File: src/tlm_regs.svh
// register offsets, field positions, reset values and timing counts
// assumes a 32-bit classic Wishbone slave with byte addresses
`ifndef TLM_REGS_SVH
`define TLM_REGS_SVH

// register byte offsets
`define TLM_OFS_CTRL 5'h00
`define TLM_OFS_THR 5'h04
`define TLM_OFS_STATUS 5'h08
`define TLM_OFS_SAMPLE 5'h0C

// control fields
`define TLM_CTRL_MODE_LSB 0
`define TLM_CTRL_SRC_LSB 4
`define TLM_CTRL_SOC_BIT 6
`define TLM_CTRL_CYC_LSB 8
`define TLM_CTRL_ON_LSB 16
`define TLM_CTRL_OFF_LSB 20

// threshold fields
`define TLM_THR_CFG_LSB 0
`define TLM_THR_HYST_LSB 8

// status fields
`define TLM_STAT_LIM_BIT 0
`define TLM_STAT_COND_BIT 1
`define TLM_STAT_DLY_LSB 2
`define TLM_STAT_EXT_BIT 4
`define TLM_STAT_THR_LSB 16

// reset values
`define TLM_MODE_RST 4'h0
`define TLM_CYC_RST 7'h00
`define TLM_CFG_THR_RST 8'h00
`define TLM_HYST_RST 4'h0

// value ranges
`define TLM_MODE_MAX 4'hB
`define TLM_CYC_MAX 7'h78
`define TLM_DLY_IDX_MAX 4'hD
`define TLM_HYST_IDX_MAX 4'h8
`define TLM_THR_MIN_C (-15)
`define TLM_THR_MAX_C 50

// timing
`define TLM_CLK_PERIOD_NS 20
`define TLM_SECOND_NS 1000000000
`define TLM_CYC_UNIT_S 10

`endif

File: src/tlm_pkg.sv
// types shared by the temperature limit monitor
// assumes nothing beyond the SystemVerilog language
package tlm_pkg;

   typedef enum logic [1:0] {ACT_NONE, ACT_ON, ACT_OFF} tlm_act_t;

   typedef enum logic [1:0] {
      SRC_CFG, SRC_EXT16, SRC_EXT8, SRC_TEACH
   } tlm_src_t;

   typedef enum logic [1:0] {DLY_IDLE, DLY_WAIT_ON, DLY_WAIT_OFF} tlm_dly_t;

   typedef struct packed {
      logic ack;
      logic [31:0] rdat;
      logic [3:0] mode;
      tlm_src_t src;
      logic soc;
      logic [6:0] cyc_set;
      logic [3:0] on_idx;
      logic [3:0] off_idx;
      logic [7:0] cfg_thr;
      logic [3:0] hyst_idx;
      logic [15:0] thr;
      logic ext_valid;
      logic [15:0] sample;
      logic cond;
      logic lim;
      tlm_dly_t dly;
      logic [31:0] dly_sub;
      logic [11:0] dly_sec;
      logic [31:0] cyc_sub;
      logic [10:0] cyc_sec;
      logic tx;
      logic tx_val;
   } tlm_state_t;

endpackage : tlm_pkg

File: src/tlm_monitor.sv
// temperature limit monitor: threshold, hysteresis, delays, telegrams
// assumes synchronous inputs on CLK_I and a classic Wishbone master
//
// Functional notes
// - upper modes: above threshold gives one state, below thr-hyst other.
// - lower modes: below threshold gives one state, above thr+hyst other.
// - twelve modes; some give no telegram for one crossing.
// - external 16-bit selection takes threshold from a two-byte object.
// - external 8-bit selection takes threshold from a one-byte object.
// - teaching: store object write copies current sample into threshold.
// - configuration download overwrites any external threshold.
// - after download, external threshold used only after new value.
// - switch-on delay from table elapses before state 1 accepted.
// - during switch-on delay cyclic telegrams still carry 0.
// - switch-off delay from same table elapses before state 0.
// - during switch-off delay cyclic telegrams still carry 1.
// - no cyclic telegram while a no-telegram condition holds.
// - send-on-change sends the state on every change.
// - without send-on-change a state change sends nothing.
// - cyclic setting of one or more sends state periodically.
// - cyclic period is setting (0 to 120) times ten seconds.
// - cyclic setting zero disables periodic sending.
// - no send-on-change and cyclic zero means never sending.
// - configured threshold limited to -15 to +50 degrees Celsius.
// - hysteresis chosen from none, 1-5, 10, 15, 20 kelvin.
`timescale 1ns/1ps
`default_nettype none
`include "tlm_regs.svh"

module tlm_monitor
   import tlm_pkg::*;
#(
   parameter int unsigned SEC_CYCLES = `TLM_SECOND_NS / `TLM_CLK_PERIOD_NS
)
(
   // clock, reset, enable
   input wire logic CLK_I,
   input wire logic RST_I,
   input wire logic CE_I,
   // wishbone slave
   input wire logic CYC_I,
   input wire logic STB_I,
   input wire logic WE_I,
   input wire logic [4:0] ADR_I,
   input wire logic [3:0] SEL_I,
   input wire logic [31:0] DAT_I,
   output logic [31:0] DAT_O,
   output logic ACK_O,
   // measured temperature, 0.1 degC signed
   input wire logic [15:0] SAMPLE_I,
   input wire logic SAMPLE_VALID_I,
   // external value objects
   input wire logic [15:0] EXT16_I,
   input wire logic EXT16_WR_I,
   input wire logic [7:0] EXT8_I,
   input wire logic EXT8_WR_I,
   input wire logic TEACH_WR_I,
   // limit state telegrams
   output logic TX_O,
   output logic TX_STATE_O,
   output logic LIMIT_O
);

   localparam logic [31:0] SEC_LAST = 32'(SEC_CYCLES - 1);

   tlm_state_t r;
   tlm_state_t n;

   logic wb_req;
   logic wr;
   logic dl;
   logic ext_take;
   logic keep;
   logic tgt;
   logic cyc_fire;
   logic [11:0] on_secs;
   logic [11:0] off_secs;
   logic signed [16:0] s17;
   logic signed [16:0] thr17;
   logic signed [16:0] hyst17;
   tlm_act_t act;

   // delay choice index to seconds
   function automatic logic [11:0] dly_secs(input logic [3:0] idx);
      unique case (idx)
         4'h0: dly_secs = 12'h000;
         4'h1: dly_secs = 12'h001;
         4'h2: dly_secs = 12'h003;
         4'h3: dly_secs = 12'h005;
         4'h4: dly_secs = 12'h00A;
         4'h5: dly_secs = 12'h00F;
         4'h6: dly_secs = 12'h01E;
         4'h7: dly_secs = 12'h03C;
         4'h8: dly_secs = 12'h0B4;
         4'h9: dly_secs = 12'h12C;
         4'hA: dly_secs = 12'h258;
         4'hB: dly_secs = 12'h384;
         4'hC: dly_secs = 12'h708;
         default: dly_secs = 12'hE10;
      endcase
   endfunction : dly_secs

   // hysteresis index to tenths of a kelvin
   function automatic logic [16:0] hyst_tenths(input logic [3:0] idx);
      unique case (idx)
         4'h0: hyst_tenths = 17'h00000;
         4'h1: hyst_tenths = 17'h0000A;
         4'h2: hyst_tenths = 17'h00014;
         4'h3: hyst_tenths = 17'h0001E;
         4'h4: hyst_tenths = 17'h00028;
         4'h5: hyst_tenths = 17'h00032;
         4'h6: hyst_tenths = 17'h00064;
         4'h7: hyst_tenths = 17'h00096;
         default: hyst_tenths = 17'h000C8;
      endcase
   endfunction : hyst_tenths

   // whole degrees to tenths
   function automatic logic [15:0] scale10(input logic [7:0] deg);
      scale10 = 16'($signed(deg) * 16'sd10);
   endfunction : scale10

   // modes 0,1,4,5,8,9 watch the upper threshold
   function automatic logic is_upper(input logic [3:0] mode);
      is_upper = (mode == 4'h0) || (mode == 4'h1) || (mode == 4'h4) ||
         (mode == 4'h5) || (mode == 4'h8) || (mode == 4'h9);
   endfunction : is_upper

   // action for crossing into (prim) or back out of the condition
   function automatic tlm_act_t mode_act(input logic [3:0] mode,
                                         input logic prim);
      unique case (mode)
         4'h0, 4'h2: mode_act = prim ? ACT_ON : ACT_OFF;
         4'h1, 4'h3: mode_act = prim ? ACT_OFF : ACT_ON;
         4'h4, 4'h6: mode_act = prim ? ACT_ON : ACT_NONE;
         4'h5, 4'h7: mode_act = prim ? ACT_OFF : ACT_NONE;
         4'h8, 4'hA: mode_act = prim ? ACT_NONE : ACT_OFF;
         default: mode_act = prim ? ACT_NONE : ACT_ON;
      endcase
   endfunction : mode_act

   // clamp configured threshold byte
   function automatic logic [7:0] clamp_thr(input logic [7:0] v);
      if ($signed(v) < 8'(`TLM_THR_MIN_C))
      begin
         clamp_thr = 8'(`TLM_THR_MIN_C);
      end
      else if ($signed(v) > 8'(`TLM_THR_MAX_C))
      begin
         clamp_thr = 8'(`TLM_THR_MAX_C);
      end
      else
      begin
         clamp_thr = v;
      end
   endfunction : clamp_thr

   assign s17 = 17'($signed(SAMPLE_I));
   assign thr17 = 17'($signed(r.thr));
   assign hyst17 = hyst_tenths(r.hyst_idx);
   assign on_secs = dly_secs(r.on_idx);
   assign off_secs = dly_secs(r.off_idx);
   assign act = mode_act(r.mode, r.cond);
   assign keep = (act == ACT_NONE);
   assign tgt = (act == ACT_ON);
   assign cyc_fire = (r.cyc_set != 7'h00) && (r.cyc_sub == SEC_LAST) &&
      (r.cyc_sec == 11'(r.cyc_set * 11'd`TLM_CYC_UNIT_S) - 11'd1);
   assign wb_req = CYC_I && STB_I && !r.ack;
   assign wr = wb_req && WE_I;
   assign dl = wr && (ADR_I == `TLM_OFS_THR);
   assign ext_take = ((r.src == SRC_EXT16) && EXT16_WR_I) ||
      ((r.src == SRC_EXT8) && EXT8_WR_I) ||
      ((r.src == SRC_TEACH) && TEACH_WR_I);

   always_comb
   begin
      n = r;
      n.tx = 1'b0;
      n.ack = wb_req;
      n.rdat = 32'h0000_0000;
      // register reads
      if (wb_req && !WE_I)
      begin
         unique case (ADR_I)
            `TLM_OFS_CTRL: n.rdat = {8'h00, r.off_idx, r.on_idx, 1'b0,
               r.cyc_set, 1'b0, r.soc, r.src, r.mode};
            `TLM_OFS_THR: n.rdat = {20'h00000, r.hyst_idx, r.cfg_thr};
            `TLM_OFS_STATUS: n.rdat = {r.thr, 11'h000, r.ext_valid, r.dly,
               r.cond, r.lim};
            `TLM_OFS_SAMPLE: n.rdat = {16'h0000, r.sample};
            default: n.rdat = 32'h0000_0000;
         endcase
      end
      // control writes, out-of-range mode ignored, other out-of-range values clamped
      if (wr && (ADR_I == `TLM_OFS_CTRL))
      begin
         if (SEL_I[0])
         begin
            if (DAT_I[`TLM_CTRL_MODE_LSB +: 4] <= `TLM_MODE_MAX)
            begin
               n.mode = DAT_I[`TLM_CTRL_MODE_LSB +: 4];
            end
            n.src = tlm_src_t'(DAT_I[`TLM_CTRL_SRC_LSB +: 2]);
            n.soc = DAT_I[`TLM_CTRL_SOC_BIT];
         end
         if (SEL_I[1])
         begin
            n.cyc_set = (DAT_I[`TLM_CTRL_CYC_LSB +: 7] > `TLM_CYC_MAX) ?
               `TLM_CYC_MAX : DAT_I[`TLM_CTRL_CYC_LSB +: 7];
         end
         if (SEL_I[2])
         begin
            n.on_idx = (DAT_I[`TLM_CTRL_ON_LSB +: 4] > `TLM_DLY_IDX_MAX) ?
               `TLM_DLY_IDX_MAX : DAT_I[`TLM_CTRL_ON_LSB +: 4];
            n.off_idx = (DAT_I[`TLM_CTRL_OFF_LSB +: 4] > `TLM_DLY_IDX_MAX) ?
               `TLM_DLY_IDX_MAX : DAT_I[`TLM_CTRL_OFF_LSB +: 4];
         end
      end
      // threshold sources
      if ((r.src == SRC_EXT16) && EXT16_WR_I)
      begin
         n.thr = EXT16_I;
         n.ext_valid = 1'b1;
      end
      else if ((r.src == SRC_EXT8) && EXT8_WR_I)
      begin
         n.thr = scale10(EXT8_I);
         n.ext_valid = 1'b1;
      end
      else if ((r.src == SRC_TEACH) && TEACH_WR_I)
      begin
         n.thr = r.sample;
         n.ext_valid = 1'b1;
      end
      // download wins over any external value
      if (dl)
      begin
         if (SEL_I[0])
         begin
            n.cfg_thr = clamp_thr(DAT_I[`TLM_THR_CFG_LSB +: 8]);
         end
         if (SEL_I[1])
         begin
            n.hyst_idx = (DAT_I[`TLM_THR_HYST_LSB +: 4] > `TLM_HYST_IDX_MAX) ?
               `TLM_HYST_IDX_MAX : DAT_I[`TLM_THR_HYST_LSB +: 4];
         end
         n.thr = scale10(n.cfg_thr);
         n.ext_valid = 1'b0;
      end
      // comparison with hysteresis band
      if (SAMPLE_VALID_I)
      begin
         n.sample = SAMPLE_I;
         if (is_upper(r.mode))
         begin
            if (s17 > thr17)
            begin
               n.cond = 1'b1;
            end
            else if (s17 < thr17 - hyst17)
            begin
               n.cond = 1'b0;
            end
         end
         else
         begin
            if (s17 < thr17)
            begin
               n.cond = 1'b1;
            end
            else if (s17 > thr17 + hyst17)
            begin
               n.cond = 1'b0;
            end
         end
      end
      // switch delays
      unique case (r.dly)
         DLY_IDLE:
         begin
            n.dly_sub = 32'h0000_0000;
            n.dly_sec = 12'h000;
            if (!keep && (tgt != r.lim))
            begin
               if (tgt)
               begin
                  if (on_secs == 12'h000)
                  begin
                     n.lim = 1'b1;
                  end
                  else
                  begin
                     n.dly = DLY_WAIT_ON;
                  end
               end
               else if (off_secs == 12'h000)
               begin
                  n.lim = 1'b0;
               end
               else
               begin
                  n.dly = DLY_WAIT_OFF;
               end
            end
         end
         DLY_WAIT_ON, DLY_WAIT_OFF:
         begin
            if (keep || (tgt != (r.dly == DLY_WAIT_ON)))
            begin
               n.dly = DLY_IDLE;
            end
            else if (r.dly_sec >=
                     ((r.dly == DLY_WAIT_ON) ? on_secs : off_secs))
            begin
               n.lim = tgt;
               n.dly = DLY_IDLE;
            end
            else if (r.dly_sub == SEC_LAST)
            begin
               n.dly_sub = 32'h0000_0000;
               n.dly_sec = r.dly_sec + 12'h001;
            end
            else
            begin
               n.dly_sub = r.dly_sub + 32'h0000_0001;
            end
         end
         default:
         begin
            n.dly = DLY_IDLE;
         end
      endcase
      // cyclic timer
      if (r.cyc_set == 7'h00)
      begin
         n.cyc_sub = 32'h0000_0000;
         n.cyc_sec = 11'h000;
      end
      else if (r.cyc_sub == SEC_LAST)
      begin
         n.cyc_sub = 32'h0000_0000;
         n.cyc_sec = cyc_fire ? 11'h000 : r.cyc_sec + 11'h001;
      end
      else
      begin
         n.cyc_sub = r.cyc_sub + 32'h0000_0001;
      end
      // cyclic telegram carries accepted state
      if (cyc_fire && !keep)
      begin
         n.tx = 1'b1;
         n.tx_val = r.lim;
      end
      // change telegram only when enabled
      if ((n.lim != r.lim) && r.soc)
      begin
         n.tx = 1'b1;
         n.tx_val = n.lim;
      end
   end

   always_ff @(posedge CLK_I)
   begin
      if (RST_I)
      begin
         r <= '0;
         r.mode <= `TLM_MODE_RST;
         r.cyc_set <= `TLM_CYC_RST;
         r.cfg_thr <= `TLM_CFG_THR_RST;
         r.hyst_idx <= `TLM_HYST_RST;
         r.thr <= scale10(`TLM_CFG_THR_RST);
      end
      else if (CE_I)
      begin
         r <= n;
      end
   end

   assign DAT_O = r.rdat;
   assign ACK_O = r.ack;
   assign TX_O = r.tx;
   assign TX_STATE_O = r.tx_val;
   assign LIMIT_O = r.lim;
endmodule : tlm_monitor

`default_nettype wire

File: config.mk
export PLATFORM = sky130hd
export DESIGN_NAME = tlm_monitor
export DESIGN_NICKNAME = d
export VERILOG_FILES = /design/src/tlm_pkg.sv /design/src/tlm_monitor.sv
export VERILOG_INCLUDE_DIRS = /design/src /design/src/src
export SDC_FILE = /design/constraint.sdc
export NUM_CORES = 1
export LEC_CHECK = 0
export BUFFER_PORTS_ARGS = -buffer_cell sky130_fd_sc_hd__buf_2
export CAP_MARGIN = 20
export CORE_UTILIZATION = 60
export DETAILED_ROUTE_END_ITERATION = 7
export MAX_ROUTING_LAYER = met4
export PLACE_DENSITY = 0.8
export SLEW_MARGIN = 0
export SYNTH_ARGS = -nofsm -noshare
export SYNTH_HDL_FRONTEND = slang
export SYNTH_SLANG_ARGS = --single-unit
File: constraint.sdc
create_clock -name CLK_I -period 5.3 [get_ports CLK_I]
set_input_delay 0.53 -clock CLK_I [delete_from_list [all_inputs] [get_ports CLK_I]]
set_output_delay 0.53 -clock CLK_I [all_outputs]
set_load 0.005 [all_outputs]
Word level (Yosys, flattened, before mapping) --
Memory sizes are Yosys's and may differ from the RTL's. A register that Yosys moved wholly into a read port is not among the register bits. Index checks and enable logic that the tools add are counted. Widths: inputs -> output; s select.
Storage, ports and cells: register bits 193, logic and storage cells 192, bits of input ports 91, memories 3, output and inout port bits 36, memory bits (read-only) 440
Cells by class: magnitude comparators 12, $add $sub $neg 7, equality and inequality tests 33, muxes and demuxes 56, multipliers 3, reductions and logical operators 56
Memory list:
- (no name shown) | words 16, width 12, read ports 1, clocked after Yosys merged registers in 1, write ports 0, RTL line tlm_monitor.sv:85 | unique case (idx)
- (no name shown) | words 16, width 12, read ports 1, clocked after Yosys merged registers in 1, write ports 0, RTL line tlm_monitor.sv:85
- (no name shown) | words 8, width 7, read ports 1, clocked after Yosys merged registers in 1, write ports 0, RTL line tlm_monitor.sv:105 | unique case (idx)
Operators by type and width (number):
- $pmux 32 s4 | 1
- $mux 32 | 3
- $mux 44 | 2
- $pmux 44 s2 | 1
- $mux 17 | 5
- $add 32x1->32 const B | 2
- $eq 32x26->1 const B | 2
- $mux 43 | 1
- $mux 8 | 4
- $mux 4 | 7
- $logic_not 12->1 | 2
- $mul 8x4->12 const B | 2
- $mux 12 | 2
- $mux 11 | 2
- $mux 2 | 9
- $add 16x17->17 | 1
- $gt 16x17->1 | 1
- $lt 16x17->1 | 1
- $sub 16x17->17 | 1
- $eq 4x3->1 const B | 4
- $gt 16x16->1 | 1
- $lt 16x16->1 | 1
- $mux 3 | 5
- $logic_and 1x1->1 | 14
- other kinds (42) | 93

Longest topological paths before layout --
Gate-level depths: netlist of run 1.
depth after elaboration 12, mapped depth 20, mapped depth without buffers 20

Worst setup path after synthesis of run 1 --
OpenSTA, ideal clock, no wires.
path kind flip-flop to flip-flop, start reg r[89] in the netlist's numbering, end reg r[53] in the netlist's numbering, path slack 1.489 ns, setup time 0.059 ns, period minus slack after synthesis 3.811 ns, arrival time 3.752 ns, stages on the path, launching flop included 16, path through dfxtp_1 > ha_1 > buf_2 > buf_1 > mux2i_1 > ha_1 > nand4_1 > or4_1 > o22a_2 > a41o_4 > and2_4 > buf_6 > a21o_1 > buf_6 > or4_1 > nand2_1
On the way: cells in the longest elaborated chain, start to end 5, elaborated cells between the ends (all ways) 14
Ends and longest elaborated chain:
- start: declaration | RTL line tlm_monitor.sv:66 | tlm_state_t r;
- start signal: assignment | RTL line tlm_monitor.sv:375 | r <= n;
- $eq 2x1->1 | RTL line tlm_monitor.sv:278, tlm_monitor.sv:308, tlm_monitor.sv:313
- $mux 12 / $ne 1x1->1 (equally long branches) | RTL line tlm_monitor.sv:313, tlm_monitor.sv:308
- $ge 12x12->1 / $logic_or 1x1->1 (equally long branches) | RTL line tlm_monitor.sv:312, tlm_monitor.sv:308
- $ne 2x2->1 (no line)
- $reduce_and 5->1 (no line)
Several ways; a longest one is shown, not always the timed one. A chain may end at the register's enable or synchronous reset.

Worst setup path after layout of run 1 --
start reg r[129] in the netlist's numbering, end reg r[92] in the netlist's numbering
On the way: cells in the longest elaborated chain, start to end 5, elaborated cells between the ends (all ways) 8
Ends and longest elaborated chain (RTL line):
- $mux 17 (*) | tlm_monitor.sv:105
- $sub 16x17->17 / $add 16x17->17 (equally long branches) | tlm_monitor.sv:260, tlm_monitor.sv:271
- $lt 16x17->1 / $gt 16x17->1 (equally long branches) | tlm_monitor.sv:260, tlm_monitor.sv:271
- $ne 3x1->1 (no line) / $reduce_bool 3->1 (equally long branches)
- $reduce_and 4->1 (no line) (*)
Every way passes the cells marked *; elsewhere a longest branch is shown, timed or not.

==> metrics.txt, run 1 <==
via-per-instance ratio 6.09; HPWL after DPL 27000 µm; total congestion overflow 0; clk_skew 7.69 ps; Clock Sinks 224; synthesized area 14200 µm²; Synth area leader dfxtp_1; synth unique cells 74; area of the multi-input gates 8860 µm²; CP max FO 9; Post-Route WL 36800 µm; fillcell total 1915; setup TNS 0 ps; #FFs+latches synth 224; num ports 127; Die W 156 µm; die area 24200 µm²; placed insts 2060; largest net degree at the start of global routing 96; register area 4480 µm²; Cell Rows 55; Final Setup Violations 0; RSZ-0062 raised after global routing false; top_reg_cell synth dfxtp_1; max-slew violations 0; power density over cell area ~240 nW/µm²; CP Data Required Time roughly 5800 ps; starting density of the core around 62%; Max-slew headroom a little over a third; share of synthesized flip-flops with an asynchronous set or reset 0%; Syn Nets 1954; Post-synth EDFFs 0; number of port buffers 116; kind of cell adding the most delay to the critical path compound AO/OA/AOI/OAI gates; slowest CP cell dfxtp_1; WHS just under 300 ps; routability cong. 1.00; Yosys warning count 0; clock latency on the worst-skew pair 530 ps; Layout Nets 2001; initial DRC count 1022; peak supply drop 0.296 mV; number of global-route vias before repair ~12000; first-pass GRT wire length 60100 µm; status complete, no violations; Crit. End Element flop; FMAX 0.236 GHz; crit start category flop; Final Cycle Share 79.8%; critical path class reg -> reg; sequential fraction of the synthesis area 31.6%; Power Total ~3.7 mW; initial antenna violation count 0; Place WS between 800 and 900 ps; top cells by area, synth dfxtp_1, ha_1, nor2_1; GRT Resource Usage Total 31.3%; H-tree lvl count 1; post-CTS setup buffers 0; min-delay worst type in -> reg; TritonCTS clock tree yes; clk buf depth 3; DRC viols 0; routed vias roughly 13000; final hold vios 0; Pleak 6.13 nW; Mapped Cells 1728; # hold bufs at CTS 0; Clock transition at path regs 60 ps; layout cells sized above 1 11.1%; Synth top area share 31.6%; PnR worst setup slack 1070 ps; fin cells 2102; Slew @ Worst Pin approximately 960 ps; Worst EP arrival roughly 4700 ps; post-layout min period 4230 ps; Num CTS Buffers 25; Routed WL per cell 17.5 µm; Avg Inst Size Synth 8.20 µm²; root buf cell clkbuf_16; DR pass1 iterations 6; core box area 22900 µm²; ant diodes 0; Buf/Inv on CP 0; CP peak stage delay 480 ps; Routed Antenna Nets 0; # resized after CTS 0; Die Y-Extent 156 µm; area delta synth->final 9.26%; max-cap violation count 0; worst path cell trace nor2b_1 -> ha_1 -> fa_1 -> a21o_1 -> a21oi_1 -> o21ai_0 -> a21oi_1 -> nor2b_1 -> o21ai_0 -> nor2_1 -> xnor2_1 -> ha_1 -> a2111oi_0 -> o211ai_1 -> a31oi_1 -> o311a_1
==> cell families after synthesis <==
group                    share of synthesized area (%)
AND/OR/NAND/NOR                                   22.4
AO/OA/AOI/OAI                                     16.8
flip-flops                                        31.6
buffers and inverters                             5.87
adder cells (fa/ha/maj)                           12.2
XOR/XNOR                                          7.18
multiplexers                                      3.97
==> power breakdown <==
group          internal, mW  switching (mW)
registers              1.69          0.0145
logic                 0.113           0.179
clock network          1.01           0.699
==> per-layer routing <==
metal / up-vias / wire, µm / GRT usage, % / share of wire, %
met5: - / 0 / - / 0
met3: 122 / 1990 / 3.08 / 5.4
li1: 6205 / - / - / -
met4: 0 / 1650 / 13.3 / 4.5
met2: 452 / 18000 / 54.6 / 49
met1: 6031 / 15100 / 36.6 / 41
==> placed cells by master (no fill, tap or decap), types with 43 or more instances in the layout <==
cell type and count:
a21oi_1 121, nor2_1 201, xor2_1 43, dfxtp_1 224, nand3_1 59, xnor2_1 68
inv_1 76, nor3_1 45, buf_2 115, ha_1 130, nand2_1 158, o21ai_0 55
==> Yosys cell counts, types with 9 or more instances <==
library cell	count
a211oi_1	28
a21o_1	26
a21oi_1	121
a22oi_1	34
a31oi_1	9
and3_1	22
buf_4	33
clkbuf_1	59
dfxtp_1	224
ha_1	130
inv_1	76
mux2i_1	36
nand2_1	158
nand2b_1	11
nand3_1	59
nand4_1	35
nor2_1	201
nor2b_1	14
nor3_1	45
nor4_1	25
nor4b_1	13
o211ai_1	21
o21a_1	20
o21ai_0	55
or2_2	11
or3_1	19
or4_1	9
xnor2_1	68
xor2_1	43
==> through the flow <==
step | cell area [µm²] | util, %
after global placement | 14700 | 64.1
final | 15500 | 67.6
after CTS | 15500 | 67.5
after global routing | 15500 | 67.6
after detailed placement | 14700 | 64.1
after floorplan | 14200 | -
==> worst register-to-register path: stages, from the launching register on <==
cell and delay [ps]:
dfxtp_1 480, nor2b_1 140, ha_1 230, fa_1 410, a21o_1 180, a21oi_1 240, o21ai_0 120, a21oi_1 250
nor2b_1 110, o21ai_0 420, nor2_1 110, xnor2_1 250, ha_1 310, a2111oi_0 410, o211ai_1 150, a31oi_1 200
o311a_1 180
==> area by class of cell <==
cell class / instances / share of cell area (%)
Clock inverter: 7 / 0.614
Tap cell: 313 / 2.53
Multi-Input combinational cell: 1321 / 57.2
Inverter: 76 / 1.84
Sequential cell: 224 / 28.9
Clock buffer: 34 / 4.52
Timing Repair Buffer: 127 / 4.35
==> sequential cells by signal, indices dropped and copies added (netlist names), named ones only <==
name / flops
r: 157
DAT_O: 32
off_secs: 12
on_secs: 12
ACK_O: 1
LIMIT_O: 1
TX_O: 1
TX_STATE_O: 1
==> worst paths after layout <==
| path | startpoint | end | slack [ps] | cells after the start |
|---|---|---|---|---|
| worst max-delay path | r[129] | r[92] | 1070 | 16 |
| worst min register to register | DAT_O[15] | DAT_O[15] | 470 | 2 |
| worst max register to register | r[129] | r[92] | 1070 | 16 |
| worst min-delay path | DAT_I[14] | r[152] | 290 | 3 |
Power figures use the tool's default switching activity.
==> inputs of run 2 (changes only) <==
ABC_AREA = 1   (was default)
clock period = 4.27 ns   (was 5.3 ns; I/O delays follow)
==> metrics.txt, run 2 <==
Buf/Inv on CP 3; share of synthesized flip-flops with an asynchronous set or reset 0%; HPWL after DPL 31800 µm; routed vias 14414; Synth Area in XOR/XNOR 3.74%; final hold vios 0; num ports roughly 130; Pleak 7.02 nW; H-tree lvl count 1; #FFs+latches synth 224; Die Y-Extent 159 µm; top cells by area, synth dfxtp_1, ha_1, nand2_1; register share of total power between 40% and 50%; most numerous cell in the Yosys netlist nand2_1; Die W 159 µm; clock group share of total power 44.8%; Slew @ Worst Pin around 1100 ps; Synth top cells by count nand2_1, inv_1, dfxtp_1, nor2_1, a21oi_1; switching power 1.42 mW; Max-slew headroom about 29%; number of port buffers 116; Logic pwr share about an eighth; R2R Setup Slk approximately 350 ps; Syn Nets ~2300; sequential fraction of the synthesis area 30.4%; worst reg2reg path depth 28; most frequent cells in the layout nand2_1, inv_1, dfxtp_1, nor2_1, a21oi_1; fillcell total 2136; slowest CP cell fa_1; PnR worst setup slack 346 ps; Clock Sinks roughly 220; starting density of the core 60.9%; main combinational cell family by area after synthesis simple AND/OR/NAND/NOR gates; sw frac roughly 28%; Synth Area in Compound Gates between 10% and 20%; area delta synth->final 10.7%; Cell Rows 57; total congestion overflow 0; power density over cell area 310 nW/µm²; Post-DP Area around 15000 µm²; initial antenna violation count 1; Place WS between 70 and 80 ps; FMAX 0.255 GHz; Synth Area in Adders 11.7%; Crit path top cell by count nand2_1; Clock transition at path regs 70 ps; crit path capture r[92]; post-layout min period 3920 ps; Post-Route WL about 41000 µm; post-synthesis mux area share 0.542%; FF-to-FF Start r[111]; root buf cell clkbuf_16; synth unique cells 57; synthesized area 14800 µm²; Power Internal 3.65 mW; core box area 24200 µm²; CP max FO 4; Crit. End Element flop; Yosys warning count 0; GRT Resource Usage Total 32.6%; setup TNS 0 ps; end of the worst register-to-register path r[92]; Layout Nets ~2400; clock latency on the worst-skew pair 540 ps; CP startpoint r[111]; top_reg_cell synth dfxtp_1; Critical Path Stages 28; max-cap violation count 0; CP Data Required Time 4730 ps; Power Total 5.07 mW; initial DRC count 1634; TritonCTS clock tree yes; largest net degree at the start of global routing 54; via-per-instance ratio 5.71; crit start category flop; DRC viols 0; Num CTS Buffers 25; WHS between 100 and 150 ps; Final Setup Violations 0; Synth area leader dfxtp_1; simple-gate share of the synthesized area 27.0%; critical path class reg -> reg; number of global-route vias before repair about 13000; Routed Antenna Nets 0; number of flip-flops in the largest register ~160; min-delay worst type in -> reg; Mapped Cells 2110; post-route cell area 16300 µm²; status complete, no violations; clk buf depth 3; most common cell after layout, fill and taps aside nand2_1; layout cells sized above 1 11.8%; max-slew violations 0; clk_skew around 24 ps; Routed WL per cell approximately 16 µm; Synth top area share a little under a third; # hold bufs at CTS 0; die area 25200 µm²; Worst EP arrival 4390 ps; Avg Inst Size Synth between 6 and 7 µm²; Post-synth EDFFs 0; DR pass1 iterations 6; CP peak stage delay 400 ps; routability cong. 0.976; peak supply drop 0.414 mV; kind of cell adding the most delay to the critical path simple AND/OR/NAND/NOR gates; Final Cycle Share 91.9%; first-pass GRT wire length 65600 µm; largest register by flop count r
## run 2: changes by cell type after synthesis, moves of 54 or more
| cell | before | now |
|---|---|---|
| nand3_1 | 59 | 116 |
| nand2_1 | 158 | 406 |
| inv_1 | 76 | 264 |
| a21oi_1 | 121 | 177 |
| xnor2_1 | 68 | 14 |
| o21ai_0 | 55 | 129 |
## run 2: kinds of logic after synthesis
group	count (synthesis)
AND/OR/NAND/NOR	889
AO/OA/AOI/OAI	426
buffers and inverters	365
flip-flops	224
adder cells (fa/ha/maj)	135
XOR/XNOR	63
multiplexers	8
## run 2: cell type report
type	count	area, µm²	area share (%)
diodes	1	2.50	0.0153
clock buffers	28	667	4.08
clock inverters	18	196	1.20
inverters	279	1050	6.44
multi-input cells	1521	8830	54.0
flip-flops and latches	224	4480	27.4
well taps	324	405	2.48
repair buffers	130	706	4.32
## run 2: worst min-delay path by stage
stage,cells past startpoint,endpoint,slack [ps],startpoint
floorplan,2,r[109],440,r[109]
detailed placement,2,r[109],450,r[109]
global route,2,r[19],130,RST_I
global placement,2,DAT_O[27],450,DAT_O[27]
finish,2,r[19],110,RST_I
CTS,2,r[19],110,RST_I
## run 2: through the flow
stage	std cells	utilization (%)
after floorplan	2110	-
after global routing	2525	67.4
after CTS	2521	66.9
after global placement	2474	63.3
final	2525	67.4
after detailed placement	2475	63.4
## run 2: power groups by stage
stage	registers, mW	clock network [mW]	logic [mW]
after floorplan	2.18	0	0.449
after global placement	2.19	0	0.626
after detailed placement	2.19	0	0.644
after CTS	2.14	2.28	0.647
after global routing	2.14	2.36	0.735
final	2.14	2.27	0.658
## run 2: layer usage
layer / GRT usage, % / part of all wire, % / vias up
met1: 41.9 / 44 / 6664
met3: 3.55 / 6.2 / 92
met5: - / 0 / -
met2: 53.3 / 46 / 523
li1: - / - / 7135
met4: 10.9 / 3.0 / 0
## run 2: repair_timing
item,in CTS,in global routing
setup endpoints to repair,0,1
setup buffers,0,3
gates resized for setup,0,20
## run 2: worst register-to-register path: cells and delay by family (launching register included)
kind	cells	cell delay, ps
buffers and inverters	3	290
adder cells (fa/ha/maj)	3	860
flip-flops	1	340
AO/OA/AOI/OAI	2	260
XOR/XNOR	1	160
AND/OR/NAND/NOR	19	1960
==> inputs of run 3 (changes only) <==
CORE_MARGIN = 10   (was default)
CTS_BUF_LIST = sky130_fd_sc_hd__clkbuf_4 sky130_fd_sc_hd__clkbuf_8   (was default)
==> metrics.txt, run 3 (synthesis results as in run 2) <==
fin cells approximately 2500; via-per-instance ratio between 5 and 6; Post-Route WL 42100 µm; GRT Resource Usage Total 26.9%; FMAX roughly 0.25 GHz; slowest CP cell fa_1; DR pass1 iterations 6; clock latency on the worst-skew pair 560 ps; Slew @ Worst Pin about 800 ps; number of port buffers 116; largest net degree at the start of global routing 53; Die W 177 µm; initial antenna violation count 0; Cell Rows 57; peak supply drop around 0.19 mV; Final Cycle Share 92.3%; Critical Path Stages 28; kind of cell adding the most delay to the critical path simple AND/OR/NAND/NOR gates; layout cells sized above 1 ~13%; status complete, no violations; die area 31300 µm²; Routed WL per cell ~17 µm; CP peak stage delay 400 ps; most frequent cells in the layout nand2_1, inv_1, dfxtp_1, nor2_1, a21oi_1; root buf cell clkbuf_8; post-layout min period ~3900 ps; routability cong. 0.994; num ports 127; Pleak between 7 and 8 nW; largest register by flop count r; Worst EP arrival 4420 ps; routed vias roughly 15000; Final Setup Violations 0; ant diodes 0; Crit path top cell by count nand2_1; Finished Core Util 67.1%; register area 4490 µm²; min-delay worst type in -> reg; first-pass GRT wire length 67700 µm; CP max FO 5; max-slew violations 0; DRC viols 0; core box area 24200 µm²; Routed Antenna Nets 0; total congestion overflow 0; most common cell after layout, fill and taps aside nand2_1; clk_skew 29.2 ps; worst reg2reg path depth 28; area delta synth->final 10.2%; final hold vios 0; max-cap violation count 0; TritonCTS clock tree yes; power density over cell area 299 nW/µm²; Die Y-Extent 177 µm; starting density of the core 60.9%; H-tree lvl count 2; number of global-route vias before repair 13750; crit start category flop; Buf/Inv on CP 2; Crit. End Element flop; hold path cells 3; clk buf depth 3; number of flip-flops in the largest register 157; fillcell total 2145; Clock Sinks between 200 and 250; placed insts ~2500; HPWL after DPL 32800 µm; area of the multi-input gates 8810 µm²; critical path class reg -> reg; Max-slew headroom roughly 46%; CP Data Required Time 4740 ps; initial DRC count about 1300; Clock transition at path regs 60 ps; Num CTS Buffers 40; Layout Nets about 2400
[run 3: cell types whose count changed in the layout (fill, tap and decap cells not counted), moves of 3 or more]
cell       change
clkbuf_16     -25
clkbuf_8      +41
inv_6          -3
clkbuf_4      +11
[run 3: metal layers]
metal / GRT usage (%) / share of wire, % / up-vias
met3: 4.08 / 7.5 / 94
met1: 34.0 / 43 / 6656
met4: 8.76 / 3.0 / 0
met2: 43.3 / 46 / 578
met5: - / 0 / -
li1: - / - / 7184
[run 3: per-stage QoR]
stage          instance area, µm²  worst slack (ps)  total power [mW]  TNS [ps]  hold slack, ps
2_1_floorplan               14800               661              2.63         0             439
3_3_place_gp                15400               229              2.81         0             450
3_5_place_dp                15400               153              2.83         0             455
4_1_cts                     16200               127              4.87         0             182
5_1_grt                     16300             -23.9              5.05     -23.9             206
6_report                    16300               328              4.86         0             196
[run 3: worst paths after layout]
kind / from / to / slack (ps)
setup / recovery: r[129] / r[92] / 330
hold / removal: DAT_I[14] / r[152] / 200
setup reg to reg: r[129] / r[92] / 330
hold reg to reg: DAT_O[29] / DAT_O[29] / 470
[run 3: report_power, final]
part / switching, mW / leakage (nW) / internal (mW)
Combinational: 0.440 / 4.82 / 0.219
Sequential: 0.0262 / 1.81 / 2.12
Clock: 0.897 / 0.419 / 1.16
Total: 1.36 / 7.05 / 3.50
[run 3: tightest hold or removal path, delay by kind of cell]
family / cells / cell delay [ps]
AO/OA/AOI/OAI: 2 / 180
buffers and inverters: 1 / 80
[run 3: area by class of cell]
type                       instances  share of cell area, %
clock buffer                      55                   4.23
clock inverter                    11                  0.692
inverter                         279                   6.47
multi-input combinational       1521                   54.1
sequential                       224                   27.6
tap                              324                   2.49
timing repair buffer             132                   4.43
[run 3: repair_timing]
action	4_1_cts	5_1_grt
buffers inserted	0	3
hold buffers	0	0
gates resized for setup	0	21
endpoints found under the setup margin	0	1
